<file path="src/hdl/radio_regs_cfg.svh">
// register map, field positions, reset values and timing counts of the radio register bank
`ifndef RADIO_REGS_CFG_SVH
`define RADIO_REGS_CFG_SVH

// ************************************************
// register addresses (7-bit spi address space)
// ************************************************
`define ADDR_SYNTH_LOCK 7'h03
`define ADDR_SIGNAL 7'h06
`define ADDR_TXRX 7'h07
`define ADDR_AMP 7'h09
`define ADDR_OSC 7'h0a
`define ADDR_CARRIER 7'h0b
`define ADDR_CAL 7'h17
`define ADDR_SLEEP 7'h1b
`define ADDR_REVISION 7'h1d
`define ADDR_SIGNATURE 7'h1e
`define ADDR_SILICON 7'h1f

// ************************************************
// field positions
// ************************************************
`define LOCK_BIT 12
`define SIGNAL_LSB 10
`define TX_START_BIT 8
`define RX_START_BIT 7
`define CHANNEL_LSB 0
`define GAIN_LSB 7
`define OSC_BIT 0
`define CARRIER_BIT 15
`define METER_OFF_BIT 9
`define AUTO_CAL_BIT 2
`define SLEEP_LSB 11
`define RF_REV_LSB 4
`define DIG_REV_LSB 0
`define CMD_READ_BIT 6

// ************************************************
// reset and fixed values
// ************************************************
`define CHANNEL_RESET 7'h00
`define GAIN_RESET 4'h0
`define SLEEP_RESET 5'h00
`define RADIO_REVISION 4'h1
`define DIGITAL_REVISION 3'h1
// arbitrary signature and identity codes
`define SIGNATURE_VALUE 16'h5a5a
`define SILICON_ID_A 16'h0a01
`define SILICON_ID_B 16'h0b01

// ************************************************
// timing
// ************************************************
`define CLOCK_PERIOD_NS 40
`define CAL_TIME_NS 1000
`define CAL_CYCLES ((`CAL_TIME_NS + `CLOCK_PERIOD_NS - 1) / `CLOCK_PERIOD_NS)
`define FRAME_LAST_BIT 5'h17
`define CMD_LAST_BIT 5'h07

`endif

</file>
<file path="src/hdl/radio_regs_pkg.sv">
// types shared by the radio register bank and its spi frame engine
package radio_regs_pkg;

   // radio control states, one-hot
   typedef enum logic [3:0] {
      st_idle = 4'b0001,
      st_cal = 4'b0010,
      st_tx = 4'b0100,
      st_rx = 4'b1000
   } radio_state_e;

   // one register access decoded from a spi frame
   typedef struct packed {
      logic write;
      logic [6:0] addr;
      logic [15:0] wdata;
   } reg_access_s;

   // controls driven into the analog radio
   typedef struct packed {
      logic [6:0] channel_number;
      logic [3:0] amplifier_gain;
      logic osc_gain_enable;
      logic carrier_only;
      logic signal_meter_off;
      logic [4:0] regulator_sleep_current;
      logic cal_active;
      logic tx_active;
      logic rx_active;
   } radio_ctrl_s;

   // status coming back from the analog radio
   typedef struct packed {
      logic synth_locked;
      logic [5:0] raw_signal_level;
   } analog_status_s;

endpackage

</file>
<file path="src/hdl/spi_frame_engine.sv">
// spi slave that turns 24-bit frames into register reads and writes
`timescale 1ns/1ns
`include "radio_regs_cfg.svh"
module spi_frame_engine import radio_regs_pkg::*; (
   // system
   input wire logic clock,
   input wire logic reset,
   // spi pins
   input wire logic spi_ss_n,
   input wire logic spi_sclk,
   input wire logic spi_mosi,
   output logic spi_miso,
   output logic spi_miso_oe,
   // register side
   input wire logic [15:0] read_data,
   output reg_access_s access
);

   logic sclk_prev, next_sclk_prev;
   logic [4:0] bit_count, next_bit_count;
   logic [15:0] rx_shift, next_rx_shift;
   logic [15:0] tx_shift, next_tx_shift;
   logic is_read, next_is_read;
   logic load_pending, next_load_pending;
   reg_access_s next_access;
   logic rise, fall;

   assign rise = spi_sclk & ~sclk_prev;
   assign fall = ~spi_sclk & sclk_prev;
   // pins are synchronous to clock, so sclk must stay high and low two clocks at least
   always_comb begin
      next_sclk_prev = spi_sclk;
      next_bit_count = bit_count;
      next_rx_shift = rx_shift;
      next_tx_shift = tx_shift;
      next_is_read = is_read;
      next_load_pending = 1'b0;
      next_access = access;
      next_access.write = 1'b0;
      if (spi_ss_n) begin
         next_bit_count = 5'h00;
      end else begin
         if (load_pending) begin
            next_tx_shift = read_data; // read word fetched once the address is known
         end else if (fall && bit_count > 5'h08) begin
            next_tx_shift = {tx_shift[14:0], 1'b0};
         end
         if (rise) begin
            next_rx_shift = {rx_shift[14:0], spi_mosi};
            next_bit_count = bit_count + 5'h01;
            if (bit_count == `CMD_LAST_BIT) begin
               next_is_read = rx_shift[`CMD_READ_BIT];
               next_access.addr = {rx_shift[5:0], spi_mosi};
               next_load_pending = 1'b1;
            end
            if (bit_count == `FRAME_LAST_BIT) begin
               next_bit_count = 5'h00; // another command may follow in the same select
               if (!is_read) begin
                  next_access.write = 1'b1;
                  next_access.wdata = {rx_shift[14:0], spi_mosi};
               end
            end
         end
      end
   end

   // frame state registers
   always_ff @(posedge clock or posedge reset) begin
      if (reset) begin
         sclk_prev <= 1'b0;
         bit_count <= 5'h00;
         rx_shift <= 16'h0000;
         tx_shift <= 16'h0000;
         is_read <= 1'b0;
         load_pending <= 1'b0;
         access <= '0;
      end else begin
         sclk_prev <= next_sclk_prev;
         bit_count <= next_bit_count;
         rx_shift <= next_rx_shift;
         tx_shift <= next_tx_shift;
         is_read <= next_is_read;
         load_pending <= next_load_pending;
         access <= next_access;
      end
   end

   // miso drives only during the data phase of a read
   assign spi_miso = tx_shift[15];
   assign spi_miso_oe = ~spi_ss_n & is_read & (bit_count >= 5'h08);

endmodule

</file>
<file path="src/hdl/radio_control_register_bank.sv">
// control and status register bank of the 2.4 ghz radio section
`timescale 1ns/1ns
`include "radio_regs_cfg.svh"
module radio_control_register_bank import radio_regs_pkg::*; (
   // system
   input wire logic clock,
   input wire logic reset,
   // spi pins
   input wire logic spi_ss_n,
   input wire logic spi_sclk,
   input wire logic spi_mosi,
   output logic spi_miso,
   output logic spi_miso_oe,
   // analog radio
   input wire analog_status_s analog_status,
   input wire logic id_alt_strap,
   output radio_ctrl_s radio
);

   // ************************************************
   // spi access
   // ************************************************
   reg_access_s access;
   logic [15:0] read_data;

   spi_frame_engine u_spi_frame_engine (
      .clock(clock),
      .reset(reset),
      .spi_ss_n(spi_ss_n),
      .spi_sclk(spi_sclk),
      .spi_mosi(spi_mosi),
      .spi_miso(spi_miso),
      .spi_miso_oe(spi_miso_oe),
      .read_data(read_data),
      .access(access)
   );

   // ************************************************
   // writable registers
   // ************************************************
   logic tx_start, next_tx_start;
   logic rx_start, next_rx_start;
   logic [6:0] channel_number, next_channel_number;
   logic [3:0] amplifier_gain, next_amplifier_gain;
   logic osc_gain_enable, next_osc_gain_enable;
   logic carrier_only, next_carrier_only;
   logic signal_meter_off, next_signal_meter_off;
   logic auto_cal_enable, next_auto_cal_enable;
   logic [4:0] regulator_sleep_current, next_regulator_sleep_current;

   // only documented fields are stored, so reserved bits cannot hold state
   always_comb begin
      next_tx_start = tx_start;
      next_rx_start = rx_start;
      next_channel_number = channel_number;
      next_amplifier_gain = amplifier_gain;
      next_osc_gain_enable = osc_gain_enable;
      next_carrier_only = carrier_only;
      next_signal_meter_off = signal_meter_off;
      next_auto_cal_enable = auto_cal_enable;
      next_regulator_sleep_current = regulator_sleep_current;
      if (access.write) begin
         case (access.addr)
            `ADDR_TXRX: begin
               next_tx_start = access.wdata[`TX_START_BIT];
               next_rx_start = access.wdata[`RX_START_BIT];
               next_channel_number = access.wdata[`CHANNEL_LSB +: 7];
            end
            `ADDR_AMP: begin
               next_amplifier_gain = access.wdata[`GAIN_LSB +: 4];
            end
            `ADDR_OSC: begin
               next_osc_gain_enable = access.wdata[`OSC_BIT];
            end
            `ADDR_CARRIER: begin
               next_carrier_only = access.wdata[`CARRIER_BIT];
               next_signal_meter_off = access.wdata[`METER_OFF_BIT];
            end
            `ADDR_CAL: begin
               next_auto_cal_enable = access.wdata[`AUTO_CAL_BIT];
            end
            `ADDR_SLEEP: begin
               next_regulator_sleep_current = access.wdata[`SLEEP_LSB +: 5];
            end
            default: begin
               // read-only and unknown addresses ignore writes
            end
         endcase
      end
   end

   // writable register flops
   always_ff @(posedge clock or posedge reset) begin
      if (reset) begin
         tx_start <= 1'b0;
         rx_start <= 1'b0;
         channel_number <= `CHANNEL_RESET;
         amplifier_gain <= `GAIN_RESET;
         osc_gain_enable <= 1'b1;
         carrier_only <= 1'b0;
         signal_meter_off <= 1'b0;
         auto_cal_enable <= 1'b0;
         regulator_sleep_current <= `SLEEP_RESET;
      end else begin
         tx_start <= next_tx_start;
         rx_start <= next_rx_start;
         channel_number <= next_channel_number;
         amplifier_gain <= next_amplifier_gain;
         osc_gain_enable <= next_osc_gain_enable;
         carrier_only <= next_carrier_only;
         signal_meter_off <= next_signal_meter_off;
         auto_cal_enable <= next_auto_cal_enable;
         regulator_sleep_current <= next_regulator_sleep_current;
      end
   end

   // ************************************************
   // radio control state machine
   // ************************************************
   radio_state_e state, next_state;
   logic [7:0] cal_count, next_cal_count;
   logic cal_for_tx, next_cal_for_tx;
   logic start_tx, start_rx;

   // both bits set is a host error; the radio then stays idle rather than guess
   assign start_tx = tx_start & ~rx_start;
   assign start_rx = rx_start & ~tx_start;

   // calibration runs a fixed time, then the requested direction begins
   always_comb begin
      next_state = state;
      next_cal_count = cal_count;
      next_cal_for_tx = cal_for_tx;
      case (state)
         st_idle: begin
            next_cal_count = 8'(`CAL_CYCLES - 1);
            next_cal_for_tx = start_tx;
            if (start_tx || start_rx) begin
               if (auto_cal_enable) begin
                  next_state = st_cal;
               end else if (start_tx) begin
                  next_state = st_tx;
               end else begin
                  next_state = st_rx;
               end
            end
         end
         st_cal: begin
            next_cal_count = cal_count - 8'h01;
            if (!(start_tx || start_rx)) begin
               next_state = st_idle;
            end else if (cal_count == 8'h00) begin
               next_state = cal_for_tx ? st_tx : st_rx;
            end
         end
         st_tx: begin
            if (!start_tx) begin
               next_state = st_idle;
            end
         end
         st_rx: begin
            if (!start_rx) begin
               next_state = st_idle;
            end
         end
         default: begin
            next_state = st_idle;
         end
      endcase
   end

   // state machine flops
   always_ff @(posedge clock or posedge reset) begin
      if (reset) begin
         state <= st_idle;
         cal_count <= 8'h00;
         cal_for_tx <= 1'b0;
      end else begin
         state <= next_state;
         cal_count <= next_cal_count;
         cal_for_tx <= next_cal_for_tx;
      end
   end

   // ************************************************
   // silicon identity strap
   // ************************************************
   logic id_captured, next_id_captured;
   logic id_alt, next_id_alt;

   // strap is caught on the first edge after reset release, then frozen
   always_comb begin
      next_id_captured = 1'b1;
      next_id_alt = id_captured ? id_alt : id_alt_strap;
   end

   // identity flops
   always_ff @(posedge clock or posedge reset) begin
      if (reset) begin
         id_captured <= 1'b0;
         id_alt <= 1'b0;
      end else begin
         id_captured <= next_id_captured;
         id_alt <= next_id_alt;
      end
   end

   // ************************************************
   // read path and radio outputs
   // ************************************************
   // read mux; reserved bits read zero
   always_comb begin
      read_data = 16'h0000;
      case (access.addr)
         `ADDR_SYNTH_LOCK: read_data[`LOCK_BIT] = analog_status.synth_locked;
         `ADDR_SIGNAL: begin
            if (!signal_meter_off) begin
               read_data[`SIGNAL_LSB +: 6] = analog_status.raw_signal_level;
            end
         end
         `ADDR_TXRX: begin
            read_data[`TX_START_BIT] = tx_start;
            read_data[`RX_START_BIT] = rx_start;
            read_data[`CHANNEL_LSB +: 7] = channel_number;
         end
         `ADDR_AMP: read_data[`GAIN_LSB +: 4] = amplifier_gain;
         `ADDR_OSC: read_data[`OSC_BIT] = osc_gain_enable;
         `ADDR_CARRIER: begin
            read_data[`CARRIER_BIT] = carrier_only;
            read_data[`METER_OFF_BIT] = signal_meter_off;
         end
         `ADDR_CAL: read_data[`AUTO_CAL_BIT] = auto_cal_enable;
         `ADDR_SLEEP: read_data[`SLEEP_LSB +: 5] = regulator_sleep_current;
         `ADDR_REVISION: begin
            read_data[`RF_REV_LSB +: 4] = `RADIO_REVISION;
            read_data[`DIG_REV_LSB +: 3] = `DIGITAL_REVISION;
         end
         `ADDR_SIGNATURE: read_data = `SIGNATURE_VALUE;
         `ADDR_SILICON: read_data = id_alt ? `SILICON_ID_B : `SILICON_ID_A;
         default: read_data = 16'h0000;
      endcase
   end

   // every setting to the analog side comes straight from a flop; the cal, tx and rx active bits are decoded from state
   assign radio.channel_number = channel_number;
   assign radio.amplifier_gain = amplifier_gain;
   assign radio.osc_gain_enable = osc_gain_enable;
   assign radio.carrier_only = carrier_only;
   assign radio.signal_meter_off = signal_meter_off;
   assign radio.regulator_sleep_current = regulator_sleep_current;
   assign radio.cal_active = (state == st_cal);
   assign radio.tx_active = (state == st_tx);
   assign radio.rx_active = (state == st_rx);

   // ************************************************
   // assertions
   // ************************************************
   logic [21:0] config_bits;
   assign config_bits = {tx_start, rx_start, channel_number, amplifier_gain, osc_gain_enable,
      carrier_only, signal_meter_off, auto_cal_enable, regulator_sleep_current};

   a_lock_status_bit: assert property (@(posedge clock) disable iff (reset)
      access.addr == `ADDR_SYNTH_LOCK |-> read_data == {3'h0, analog_status.synth_locked, 12'h000})
      else $error("lock status read mismatch");

   a_signal_level_field: assert property (@(posedge clock) disable iff (reset)
      access.addr == `ADDR_SIGNAL && !signal_meter_off |-> read_data == {analog_status.raw_signal_level, 10'h000})
      else $error("signal level read mismatch");

   a_tx_launch_seq: assert property (@(posedge clock) disable iff (reset)
      access.write && access.addr == `ADDR_TXRX && access.wdata[8] && !access.wdata[7]
      && state == st_idle && !auto_cal_enable |-> ##2 state == st_tx)
      else $error("transmit did not start");

   a_rx_launch_seq: assert property (@(posedge clock) disable iff (reset)
      access.write && access.addr == `ADDR_TXRX && access.wdata[7] && !access.wdata[8]
      && state == st_idle && !auto_cal_enable |-> ##2 state == st_rx)
      else $error("receive did not start");

   a_dual_start_idle: assert property (@(posedge clock) disable iff (reset)
      tx_start && rx_start |=> !radio.tx_active && !radio.rx_active)
      else $error("radio active with both start bits set");

   a_channel_write: assert property (@(posedge clock) disable iff (reset)
      access.write && access.addr == `ADDR_TXRX |=> radio.channel_number == $past(access.wdata[6:0]))
      else $error("channel not taken from write");

   a_gain_write: assert property (@(posedge clock) disable iff (reset)
      access.write && access.addr == `ADDR_AMP |=> radio.amplifier_gain == $past(access.wdata[10:7]))
      else $error("gain not taken from write");

   a_osc_write: assert property (@(posedge clock) disable iff (reset)
      access.write && access.addr == `ADDR_OSC |=> radio.osc_gain_enable == $past(access.wdata[0]))
      else $error("oscillator enable not taken from write");

   a_cal_entry: assert property (@(posedge clock) disable iff (reset)
      state == st_idle && (start_tx || start_rx) |=> (state == st_cal) == $past(auto_cal_enable))
      else $error("calibration entry wrong");

   a_idle_rest: assert property (@(posedge clock) disable iff (reset)
      !tx_start && !rx_start |=> state == st_idle)
      else $error("radio not idle with start bits clear");

   a_revision_fixed: assert property (@(posedge clock) disable iff (reset)
      access.addr == `ADDR_REVISION |-> read_data[15:8] == 8'h00 && read_data[3] == 1'b0)
      else $error("revision reserved bits not zero");

   a_ro_write_ignored: assert property (@(posedge clock) disable iff (reset)
      access.write && (access.addr == `ADDR_SYNTH_LOCK || access.addr == `ADDR_SILICON) |=> $stable(config_bits))
      else $error("read-only write changed state");

endmodule

</file>
<file path="config.mk">
export PLATFORM = sky130hd
export DESIGN_NAME = radio_control_register_bank
export DESIGN_NICKNAME = d
export VERILOG_FILES = /design/src/hdl/radio_regs_pkg.sv /design/src/hdl/spi_frame_engine.sv /design/src/hdl/radio_control_register_bank.sv
export VERILOG_INCLUDE_DIRS = /design/src /design/src/hdl
export SDC_FILE = /design/constraint.sdc
export NUM_CORES = 1
export LEC_CHECK = 0
export ABC_AREA = 1
export BUFFER_PORTS_ARGS = -buffer_cell sky130_fd_sc_hd__buf_2
export CAP_MARGIN = 40
export CELL_PAD_IN_SITES_DETAIL_PLACEMENT = 1
export CELL_PAD_IN_SITES_GLOBAL_PLACEMENT = 1
export CORE_ASPECT_RATIO = 0.75
export CORE_MARGIN = 3
export CORE_UTILIZATION = 48
export DETAILED_ROUTE_END_ITERATION = 7
export PLACE_DENSITY_LB_ADDON = 0.1
export SLEW_MARGIN = 25
export SYNTH_ARGS = -nofsm -noshare
export SYNTH_HDL_FRONTEND = slang
export SYNTH_SLANG_ARGS = --single-unit
</file>
<file path="constraint.sdc">
create_clock -name clock -period 6.5 [get_ports clock]
set_clock_uncertainty 0.05 [all_clocks]
set_input_delay 1.3 -clock clock [delete_from_list [all_inputs] [get_ports clock]]
set_output_delay 1.3 -clock clock [all_outputs]
set_load 0.02 [all_outputs]
</file>
# Word-level counts from Yosys, hierarchy flattened
# Index checks and enable logic that the tools add are counted.
# word_totals
reg_bits	100
wordCells	117
in_bits	13
output_inout_bits	24
# classes
reduce_logical	17
bitwise_logic	12
addsub	2
magnitude_cmp	2
muxes	40
eq_ne	21
# op_table
cell	n
$mux 16	4
$mux 24	2
$eq 7x5->1 const B	5
$mux 4	8
$eq 7x4->1 const B	3
$pmux 1 s3	6
$pmux 1 s4	4
$pmux 4 s4	1
$pmux 8 s2	1
$reduce_and 2->1	8
$mux 5	3
$eq 7x3->1 const B	2
$pmux 3 s4	1
$mux 9	1
$logic_not 8->1	1
$pmux 2 s4	1
$reduce_and 4->1	2
$sub 8x1->8 const B	1
$eq 7x2->1 const B	1
$mux 7	1
$and 1x1->1	6
$mux 6	1
$ne 2x2->1 const B	3
$not 1->1	6
other kinds (16)	22

# Logic depth before layout (Yosys ltp)
# Gate-level depths: netlist (run 1).
# depth
depth_word	6
ltp_mapped	10
ltp_nobuf	9

# Modules after synthesis
# A second synthesis (run 1) with hierarchy kept.
# unflattened
cells_unflattened	613
area_unflattened_um2	4868.4
# modules_own_cells
mod	area_each_um2	cells_per_inst	n_inst	seq_area_each_um2
spi_frame_engine	2743.9	321	1	1576.5
radio_control_register_bank	2124.5	292	1	928.4

# Least setup slack after synthesis (run 1)
# OpenSTA, ideal clock, no wires.
# synth_timing
kind	input port to output port
startpoint	input spi_ss_n
endpoint	output spi_miso_oe
n_path_buf	0
cell_stages	1
setup_slack_ns	3.557
t_required_ns	5.150
arrival_time_ns	1.593
path_cell_list	nor2_1
# synth_between
elab_chain_cells	3
# synth_rtl
item	line_no	source
start, declared	radio_control_register_bank.sv:9	input wire logic spi_ss_n,
$not 1->1	spi_frame_engine.sv:90	assign spi_miso_oe = ~spi_ss_n & is_read & (bit_count >= 5'h08);
$and 1x1->1 (2 in series)	spi_frame_engine.sv:90	
end, declared	radio_control_register_bank.sv:13	output logic spi_miso_oe,
# Every way passes these cells.

# Worst setup path in the final report (run 1)
# Same ends and word-level chain as after synthesis.

==> out/metrics.cfg, run 1 <==
[status]
status = complete, no violations

[synth]
synth_common_cells = nand2_1, dfrtp_1, inv_1
netlist_top_cells_area = dfrtp_1, nand2_1, o21ai_0
yosys_warnings = 0
ys_seq_area_frac = 0.525
synth_top_area_cell = dfrtp_1
synth_most_common_cell = nand2_1
syn_area_um2 = 4770
ys_ff_latch = 100
synth_edf_count = 0
synth-main-ff-cell = dfrtp_1
avgSynthCellArea_um2 = 8.22
synth_nets = 599
post_synth_num_cell_types = 35
syn_inst = 580
synthArstFlopShare = 1.00
synth_top_area_frac = 0.514

[hold_path]
hold_path_depth = 2
min_path_type = flip-flop to flip-flop
hold_end = u_spi_frame_engine.access[15]$_DFFE_PP0P_
min_from = u_spi_frame_engine.rx_shift[14]$_DFFE_PP0P_

[worst_setup_path]
timing.critical_path.mode_cell = buf_2
startpoint_type = input port
path_class = input port to primary output
reg2reg_slack_ns = 3.99
worstSetupEndpointType = primary output
worstPathArrival_ns = 1.67
critPathMaxFanout = 3
reg2reg_depth = 5
critical-path-slowest-cell = buf_2
r2r_start = u_spi_frame_engine.load_pending$_DFF_PP0_
crit_chain = buf_2 -> nor2_1 -> buf_2
required_ns = 5.15
max_stage_delay_ns = 0.16
r2r-end = u_spi_frame_engine.tx_shift[7]$_DFFE_PP0P_

[clock_tree]
cts_root_buf = clkbuf_16
cts_buffer_depth = 2
path_clk_slew_ns = 0.07
cts_buffers = 9
postCtsResizedCells = 0
htreeDepth = 3
postCtsSetupBuffers = 0
cts_tree = done
cts_hold_buf = 0
cts.sink_count = 100
clkLatencyLatePin_ns = 0.35

[placed_design]
place_congestion = 0.764
portBuffers = 36
pre_cts_ws_ns = 3.31
dp.cells = 727
dpl.hpwl_um = 9000

[route]
via_count = 3892
firstDrtPassIters = 4
routed_wl_um = 12300
drtIter0Drc = 228
route.detailed.drc = 0
avgRoutedWirePerCell_um = 16.6
vias_per_cell = 5.24
postRouteAntennaNets = 0

[floorplanning]
initial_core_util = 0.510
coreArea_um2 = 9350
dieWidth_um = 121
io_pins = 37
num_rows = 30
die_h_um = 92.3
dieArea_um2 = 11200

[cells_and_area]
multi_input_area_um2 = 1830
num_antenna_cells = 0
fill_cells = 1164
drive_above_1_share = 0.145
stdcell_count = 743
seqCellArea_um2 = 2500
area.growth.synth_to_final_pct = 11.4
final_nets = 629

[global_routing]
use_met1 = 0.340
met3_usage = 0.0342
gr-total-overflow = 0
grt_pass1_wl_um = 20800
grt.busiest_layer = met2
first_global_vias = 4032
antenna_found_initial = 0
grtUsageMet2 = 0.371
grt_use_total = 0.235
grt_max_degree = 50

[sta]
hold_viol_final = 0
fin_crit_ns = 3.02
grt_setup_unrepaired = no
max_freq_mhz = 331
slew_violations = 0
post-route-period-util = 0.464
hold_ws_ns = 0.435
finalSetupTns_ns = 0
slew_headroom = 0.484
worst_slew_pin_slew_ns = 0.774
finalSetupViolCount = 0
setup_ws_ns = 3.48

[job]
maxCapViolations = 0

[pwr]
leakagePower_nw = 2.62
powerDensity_nw_per_um2 = 232
total_power_mw = 1.23
vdd_drop_max_mv = 0.174

## final cells by class
| type | count | share of cell area |
|---|---|---|
| well taps | 128 | 0.0301 |
| flip-flops and latches | 100 | 0.472 |
| inverters | 77 | 0.0549 |
| clock inverters | 7 | 0.0125 |
| repair buffers | 39 | 0.0433 |
| clock buffers | 9 | 0.0424 |
| multi-input cells | 383 | 0.345 |
## report_power, final
| group | leakage, nW | total (mW) | internal (mW) | switching, mW |
|---|---|---|---|---|
| logic | 1.12 | 0.0542 | 0.0156 | 0.0386 |
| registers | 1.36 | 0.648 | 0.638 | 0.00936 |
| clock network | 0.142 | 0.528 | 0.269 | 0.259 |
| total | 2.62 | 1.23 | 0.923 | 0.307 |
## through the flow
stage	utilization	cell area [um^2]
after global placement	0.533	4980
after detailed placement	0.537	5020
after CTS	0.568	5310
final	0.568	5310
after global routing	0.568	5310
after floorplan	-	4770
## how the worst max path moves through the flow
stage | start | endpoint | slack (ns) | depth (start not counted)
after global placement | spi_ss_n | u_spi_frame_engine.access[15]$_DFFE_PP0P_ | 3.12 | 7
after floorplan | reset | amplifier_gain[0]$_DFFE_PP0P_ | 2.53 | 1
final | spi_ss_n | spi_miso_oe | 3.48 | 3
after detailed placement | spi_ss_n | u_spi_frame_engine.access[13]$_DFFE_PP0P_ | 3.31 | 8
after CTS | spi_ss_n | spi_miso_oe | 3.48 | 3
after global routing | spi_ss_n | u_spi_frame_engine.access[5]$_DFFE_PP0P_ | 3.42 | 7
## worst max-delay path: cells and delay by family
kind / cells / cell delay, ns
buffers and inverters: 2 / 0.28
and+or+nand+nor: 1 / 0.09
## flip-flops by register name, indices dropped and copies added (netlist names)
signal                           cells
u_spi_frame_engine.access           24
u_spi_frame_engine.tx_shift         16
u_spi_frame_engine.rx_shift         15
cal_count                            8
channel_number                       7
regulator_sleep_current              5
u_spi_frame_engine.bit_count         5
amplifier_gain                       4
state                                4
auto_cal_enable                      1
cal_for_tx                           1
carrier_only                         1
id_alt                               1
id_captured                          1
osc_gain_enable                      1
rx_start                             1
signal_meter_off                     1
tx_start                             1
u_spi_frame_engine.is_read           1
u_spi_frame_engine.load_pending      1
u_spi_frame_engine.sclk_prev         1
## kinds of logic (layout without fill, tap and decap cells)
kind of cell	after synthesis	in the layout	share of synthesized area
flip-flops	100	100	0.525
AND/OR/NAND/NOR	279	279	0.260
AO/OA/AOI/OAI	96	96	0.106
multiplexers	1	1	0.00236
buffers and inverters	97	132	0.0898
adder cells (fa/ha/maj)	6	6	0.0157
other	1	1	0.000787
## layer usage
| layer | wire (um) | vias to the layer above |
|---|---|---|
| li1 | - | 1896 |
| met2 | 5730 | 45 |
| met3 | 233 | 13 |
| met4 | 143 | 0 |
| met1 | 6230 | 1938 |
| met5 | 0 | - |
## cell usage in the layout, fill, tap and decap left out, types with 2 or more instances in the layout
cell and count:
o21ai_1 7, a21oi_1 8, inv_6 3, o21ai_2 4
nand3b_1 4, nand2_2 6, o21ai_0 71, or2_2 3
inv_2 5, nand4_1 5, dfstp_2 2, buf_2 36
dfrtp_1 98, clkbuf_16 9, nor2_4 2, nor2_1 34
nor3_1 5, nand3_2 7, o22ai_1 3, ha_1 6
inv_1 71, nand3_1 41, nand2_1 169
Note: power is estimated with default switching activity, not from simulation.
==> run 2: changes to the inputs <==
--- a/config.mk
+++ b/config.mk
@@ -13,7 +13,7 @@
 export CELL_PAD_IN_SITES_GLOBAL_PLACEMENT = 1
 export CORE_ASPECT_RATIO = 0.75
 export CORE_MARGIN = 3
-export CORE_UTILIZATION = 48
+export CORE_UTILIZATION = 41
 export DETAILED_ROUTE_END_ITERATION = 7
 export PLACE_DENSITY_LB_ADDON = 0.1
 export SLEW_MARGIN = 25
==> constraint.sdc (replaced) <==
create_clock -name clock -period 2.6 [get_ports clock]
set_clock_uncertainty 0.05 [all_clocks]
set_input_delay 0.52 -clock clock [delete_from_list [all_inputs] [get_ports clock]]
set_output_delay 0.52 -clock clock [all_outputs]
set_load 0.02 [all_outputs]
==> out/metrics.cfg, run 2 (synthesis gave the netlist of run 1 again) <==
[cells_and_area]
final_common_cell = nand2_1
top_register = u_spi_frame_engine.access
area.growth.synth_to_final_pct = 12.3
final_cell_mix = nand2_1, dfrtp_1, inv_1, o21ai_0, nand3_1
fill_cells = 1361  ; +17%
final_nets = 631  ; +0.32%
largest_reg_flops = 24  ; unchanged
drive_above_1_share = 0.147  ; +0.00277
top_regs = u_spi_frame_engine.access x24, u_spi_frame_engine.tx_shift x16, u_spi_frame_engine.rx_shift x15
num_antenna_cells = 0  ; unchanged

[worst_setup_path]
reg2reg_slack_ns = 0.55  ; -3.44 ns
r2r-end = u_spi_frame_engine.tx_shift[1]$_DFFE_PP0P_
worst-path-buf-inv = 2  ; unchanged
crit_chain = nor2_1 -> nand3_1 -> inv_1 -> buf_2
crit_family = flip-flops
required_ns = 2.03  ; -3.12 ns
r2r_start = u_spi_frame_engine.bit_count[0]$_DFFE_PP0P_
critPathMaxFanout = 7  ; +4
worstPathArrival_ns = 1.55  ; -0.12 ns
startpoint_type = flip-flop
path_class = flip-flop to primary output
max_stage_delay_ns = 0.43  ; +0.27 ns
reg2reg_depth = 8  ; +3
worstSetupEndpointType = primary output
critical-path-slowest-cell = dfrtp_1

[clock_tree]
path_clk_slew_ns = 0.07  ; about the same
htreeDepth = 3  ; unchanged
postCtsResizedCells = 0  ; unchanged
postCtsSetupBuffers = 0  ; unchanged
cts_root_buf = clkbuf_16
cts_hold_buf = 0  ; unchanged
cts_buffers = 9  ; unchanged
cts_buffer_depth = 2  ; unchanged
cts_tree = done
clkLatencyLatePin_ns = 0.35  ; about the same
cts.sink_count = 100  ; unchanged

[route]
vias_per_cell = 5.01  ; -4.4%
postRouteAntennaNets = 0  ; unchanged
firstDrtPassIters = 4  ; unchanged
routed_wl_um = 11800  ; -4.3%
route.detailed.drc = 0  ; unchanged
drtIter0Drc = 196  ; -14%
avgRoutedWirePerCell_um = 15.6  ; -6.0%
via_count = 3789  ; -2.6%

[global_routing]
first_global_vias = 3905  ; -3.1%
grt_use_total = 0.196  ; -0.0389
antenna_found_initial = 0  ; unchanged
gr-total-overflow = 0  ; unchanged
grt_pass1_wl_um = 19900  ; -4.3%
grt_max_degree = 101  ; +100%

[floorplanning]
die_h_um = 99.4  ; +7.7%
dieWidth_um = 131  ; +7.8%
num_rows = 33  ; +10%
dieArea_um2 = 13000  ; +16%
initial_core_util = 0.428  ; -0.0824
coreArea_um2 = 11100  ; +19%
io_pins = 37  ; unchanged

[pwr]
p_int_mw = 2.41  ; +160%
clkPwrFrac = 0.447  ; +0.018
vdd_drop_max_mv = 0.305  ; +75%
p_comb_frac = 0.041  ; -0.003
switchingPower_mw = 0.756  ; +150%
power_frac_seq = 0.512  ; -0.015
leakagePower_nw = 2.62  ; +0.31%
powerDensity_nw_per_um2 = 591  ; +160%
switching_share = 0.239  ; -0.0103

[sta]
slew_violations = 0  ; unchanged
setup_ws_ns = 0.483  ; -3.00 ns
hold_viol_final = 0  ; unchanged
finalSetupViolCount = 0  ; unchanged
max_freq_mhz = 472
slew_headroom = 0.587  ; +0.103
grt_setup_unrepaired = no
finalSetupTns_ns = 0  ; unchanged
worst_slew_pin_slew_ns = 0.620  ; -0.154 ns
fin_crit_ns = 2.12
post-route-period-util = 0.814

[placed_design]
portBuffers = 36  ; unchanged
dpl.hpwl_um = 8670  ; -3.7%
place_congestion = 0.834  ; +9.2%
pre_cts_ws_ns = 0.393  ; -2.91 ns

[hold_path]
min_path_type = input port to async pin

[status]
status = complete, no violations

[job]
maxCapViolations = 0  ; unchanged

run 2: changes by cell type in the layout (fill, tap and decap cells not counted), sizes merged:
cell      previous run  this run
clkinv               2         1
inv                 81        80
buf                 39        41
bufinv               0         1
clkinvlp             1         2
run 2: area by class of cell:
type,instances,area [um^2],area share
sequential,100,2500,0.468
multi-input combinational,383,1830,0.343
inverter,77,293,0.0547
timing repair buffer,41,230,0.0430
clock buffer,9,225,0.0421
tap,140,175,0.0327
clock inverter,7,91.3,0.0171
run 2: worst max-delay path by stage:
stage	slack, ns	to	depth (start not counted)	startpoint
4_1_cts	0.48	radio[2]	4	state[3]$_DFFE_PP0P_
5_1_grt	0.31	u_spi_frame_engine.tx_shift[15]$_DFFE_PP0P_	8	u_spi_frame_engine.bit_count[0]$_DFFE_PP0P_
2_1_floorplan	0.84	amplifier_gain[0]$_DFFE_PP0P_	1	reset
6_report	0.48	radio[2]	4	state[2]$_DFFE_PP0P_
3_5_place_dp	0.39	u_spi_frame_engine.tx_shift[3]$_DFFE_PP0P_	7	spi_ss_n
3_3_place_gp	0.45	u_spi_frame_engine.tx_shift[15]$_DFFE_PP0P_	7	spi_ss_n
run 2: worst register-to-register path, delay by kind of cell (launching register included):
kind / cells / cell delay [ns]
buffers and inverters: 2 / 0.38
AND/OR/NAND/NOR: 4 / 0.85
flip-flops: 1 / 0.38
AO/OA/AOI/OAI: 1 / 0.08
adder cells (fa/ha/maj): 1 / 0.20
run 2: metrics by stage:
stage / instances / cell area (um^2) / util / total power [mW] / hold WS (ns)
finish: 757 / 5350 / 0.480 / 3.16 / 0.241
global route: 757 / 5350 / 0.480 / 3.29 / 0.271
CTS: 757 / 5350 / 0.480 / 3.21 / 0.274
detailed placement: 741 / 5040 / 0.452 / 1.78 / 0.423
global placement: 741 / 5040 / 0.452 / 1.77 / 0.414
floorplan: 580 / 4770 / - / 1.73 / 0.394
run 2: power groups by stage:
stage | Sequential [mW] | Combinational (mW) | Clock (mW)
finish | 1.62 | 0.128 | 1.41
global route | 1.62 | 0.153 | 1.51
CTS | 1.62 | 0.134 | 1.45
detailed placement | 1.65 | 0.132 | 0
global placement | 1.65 | 0.127 | 0
floorplan | 1.64 | 0.0851 | 0
run 2: layer usage:
layer	global-route usage	wire length, um	vias up
met5	0	0	-
met4	0.0451	126	0
met3	0.0435	386	14
met2	0.285	5080	34
met1	0.300	6220	1846
li1	-	-	1895
==> run 3: changes to the inputs <==
==> constraint.sdc (replaced) <==
create_clock -name clock -period 1.8 [get_ports clock]
set_clock_uncertainty 0.05 [all_clocks]
set_input_delay 0.36 -clock clock [delete_from_list [all_inputs] [get_ports clock]]
set_output_delay 0.36 -clock clock [all_outputs]
set_load 0.02 [all_outputs]
==> out/metrics.cfg, run 3 (synthesis gave the netlist of run 1 again) <==
[status]
status = complete, no violations

[route]
vias_per_cell = 5.04  ; +0.60%
postRouteAntennaNets = 0  ; unchanged
avgRoutedWirePerCell_um = 15.5  ; -0.84%
firstDrtPassIters = 4  ; unchanged
drtIter0Drc = 152  ; -22%
routed_wl_um = 11900  ; +0.47%
via_count = 3862  ; +1.9%
route.detailed.drc = 0  ; unchanged

[placed_design]
dpl.hpwl_um = 8780  ; +1.3%
placed_area_um2 = 5110  ; +1.4%
portBuffers = 36  ; unchanged
place_congestion = 0.791  ; -5.1%

[cells_and_area]
final_area_um2 = 5450  ; +1.8%
top_regs = u_spi_frame_engine.access x24, u_spi_frame_engine.tx_shift x16, u_spi_frame_engine.rx_shift x15
top_register = u_spi_frame_engine.access
final_nets = 641  ; +1.6%
num_antenna_cells = 0  ; unchanged
final_common_cell = nand2_1
area.growth.synth_to_final_pct = 14.3
final_cell_mix = nand2_1, dfrtp_1, o21ai_0, inv_1, nand3_1
postLayoutCoreUtil = 0.489  ; +0.00842
drive_above_1_share = 0.171  ; +0.0232
largest_reg_flops = 24  ; unchanged

[floorplanning]
dieArea_um2 = 13000  ; unchanged
dieWidth_um = 131  ; unchanged
io_pins = 37  ; unchanged
coreArea_um2 = 11100  ; unchanged
initial_core_util = 0.428  ; unchanged
die_h_um = 99.4  ; unchanged
num_rows = 33  ; unchanged

[worst_setup_path]
max_stage_delay_ns = 0.54  ; +0.11 ns
worst-path-buf-inv = 3  ; +1
worstSetupEndpointType = primary output
path_class = flip-flop to primary output
critPathMaxFanout = 7  ; unchanged
required_ns = 1.39  ; -0.64 ns
crit_chain = inv_1 -> nand3_2 -> inv_2 -> buf_2
worstPathArrival_ns = 1.35  ; -0.20 ns
critical-path-slowest-cell = dfstp_2
startpoint_type = flip-flop
crit_family = flip-flops

[sta]
max_freq_mhz = 567
post-route-period-util = 0.979
hold_viol_final = 0  ; unchanged
slew_violations = 0  ; unchanged
finalSetupTns_ns = 0  ; unchanged
fin_crit_ns = 1.76
worst_slew_pin_slew_ns = 0.569  ; -0.0511 ns
slew_headroom = 0.621  ; +0.0341
finalSetupViolCount = 0  ; unchanged
grt_setup_unrepaired = yes

[pwr]
vdd_drop_max_mv = 0.444  ; +46%
powerDensity_nw_per_um2 = 824  ; +40%
leakagePower_nw = 2.66  ; +1.5%

[hold_path]
min_path_type = input port to async pin

[clock_tree]
clkLatencyLatePin_ns = 0.35  ; about the same
path_clk_slew_ns = 0.07  ; about the same
cts_buffers = 9  ; unchanged
cts.sink_count = 100  ; unchanged
cts_tree = done
cts_buffer_depth = 2  ; unchanged
htreeDepth = 3  ; unchanged
cts_root_buf = clkbuf_16

[global_routing]
grt_pass1_wl_um = 20200  ; +1.4%
use_met1 = 0.291  ; -0.00866
grt_max_degree = 101  ; unchanged
grtUsageMet2 = 0.294  ; +0.00980
grt.busiest_layer = met2
grt_use_total = 0.197  ; +0.000911
antenna_found_initial = 0  ; unchanged
met3_usage = 0.0435  ; unchanged
gr-total-overflow = 0  ; unchanged
first_global_vias = 4074  ; +4.3%

[job]
maxCapViolations = 0  ; unchanged

run 3: power breakdown:
group | internal [mW] | switching [mW]
sequential | 2.30 | 0.0331
clock | 0.987 | 0.975
combinational | 0.0546 | 0.137
run 3: metal layers:
layer,share of wire,vias to the layer above
met5,0,-
met4,0.010,0
met3,0.028,14
met2,0.44,37
met1,0.52,1890
li1,-,1921
run 3: cell type report:
type / instances / area, um^2
fill: 1392 / 5700
sequential: 100 / 2510
multi-input combinational: 383 / 1850
timing repair buffer: 51 / 320
inverter: 77 / 293
clock buffer: 9 / 225
tap: 140 / 175
clock inverter: 7 / 78.8
run 3: tightest hold or removal path: cells and delay by family:
family                 cells  cell delay (ns)
buffers and inverters      3             0.56
run 3: path summary, 6_finish.rpt:
check,from,endpoint,slack [ns],depth (start not counted)
min in group clock,spi_sclk,u_spi_frame_engine.sclk_prev$_DFF_PP0_,0.12,1
worst min-delay path,reset,u_spi_frame_engine.bit_count[3]$_DFFE_PP0P_,0.07,3
worst max-delay path,state[0]$_DFFE_PP1P_,radio[2],0.04,4
worst min register to register,u_spi_frame_engine.tx_shift[2]$_DFFE_PP0P_,u_spi_frame_engine.tx_shift[2]$_DFFE_PP0P_,0.44,2
max in group asynchronous,reset,state[1]$_DFFE_PP0P_,1.16,3
worst max register to register,u_spi_frame_engine.bit_count[0]$_DFFE_PP0P_,u_spi_frame_engine.tx_shift[3]$_DFFE_PP0P_,0.16,8
run 3: repair_timing:
action / 4_1_cts / 5_1_grt
gates resized for setup: 3 / 4
hold buffers: 0 / 0
buffers inserted: 0 / 2
endpoints found under the hold margin: 0 / 0
setup endpoints to repair: 1 / 8
run 3: per-stage QoR:
stage / setup slack [ns] / hold slack (ns) / power, mW / cells
after detailed placement: 0.123 / 0.421 / 2.58 / 749
after global routing: -0.0280 / 0.126 / 4.69 / 767
after CTS: 0.0232 / 0.115 / 4.56 / 765
after floorplan: 0.202 / 0.341 / 2.50 / 580
after global placement: 0.211 / 0.413 / 2.57 / 749
final: 0.0371 / 0.0726 / 4.49 / 767
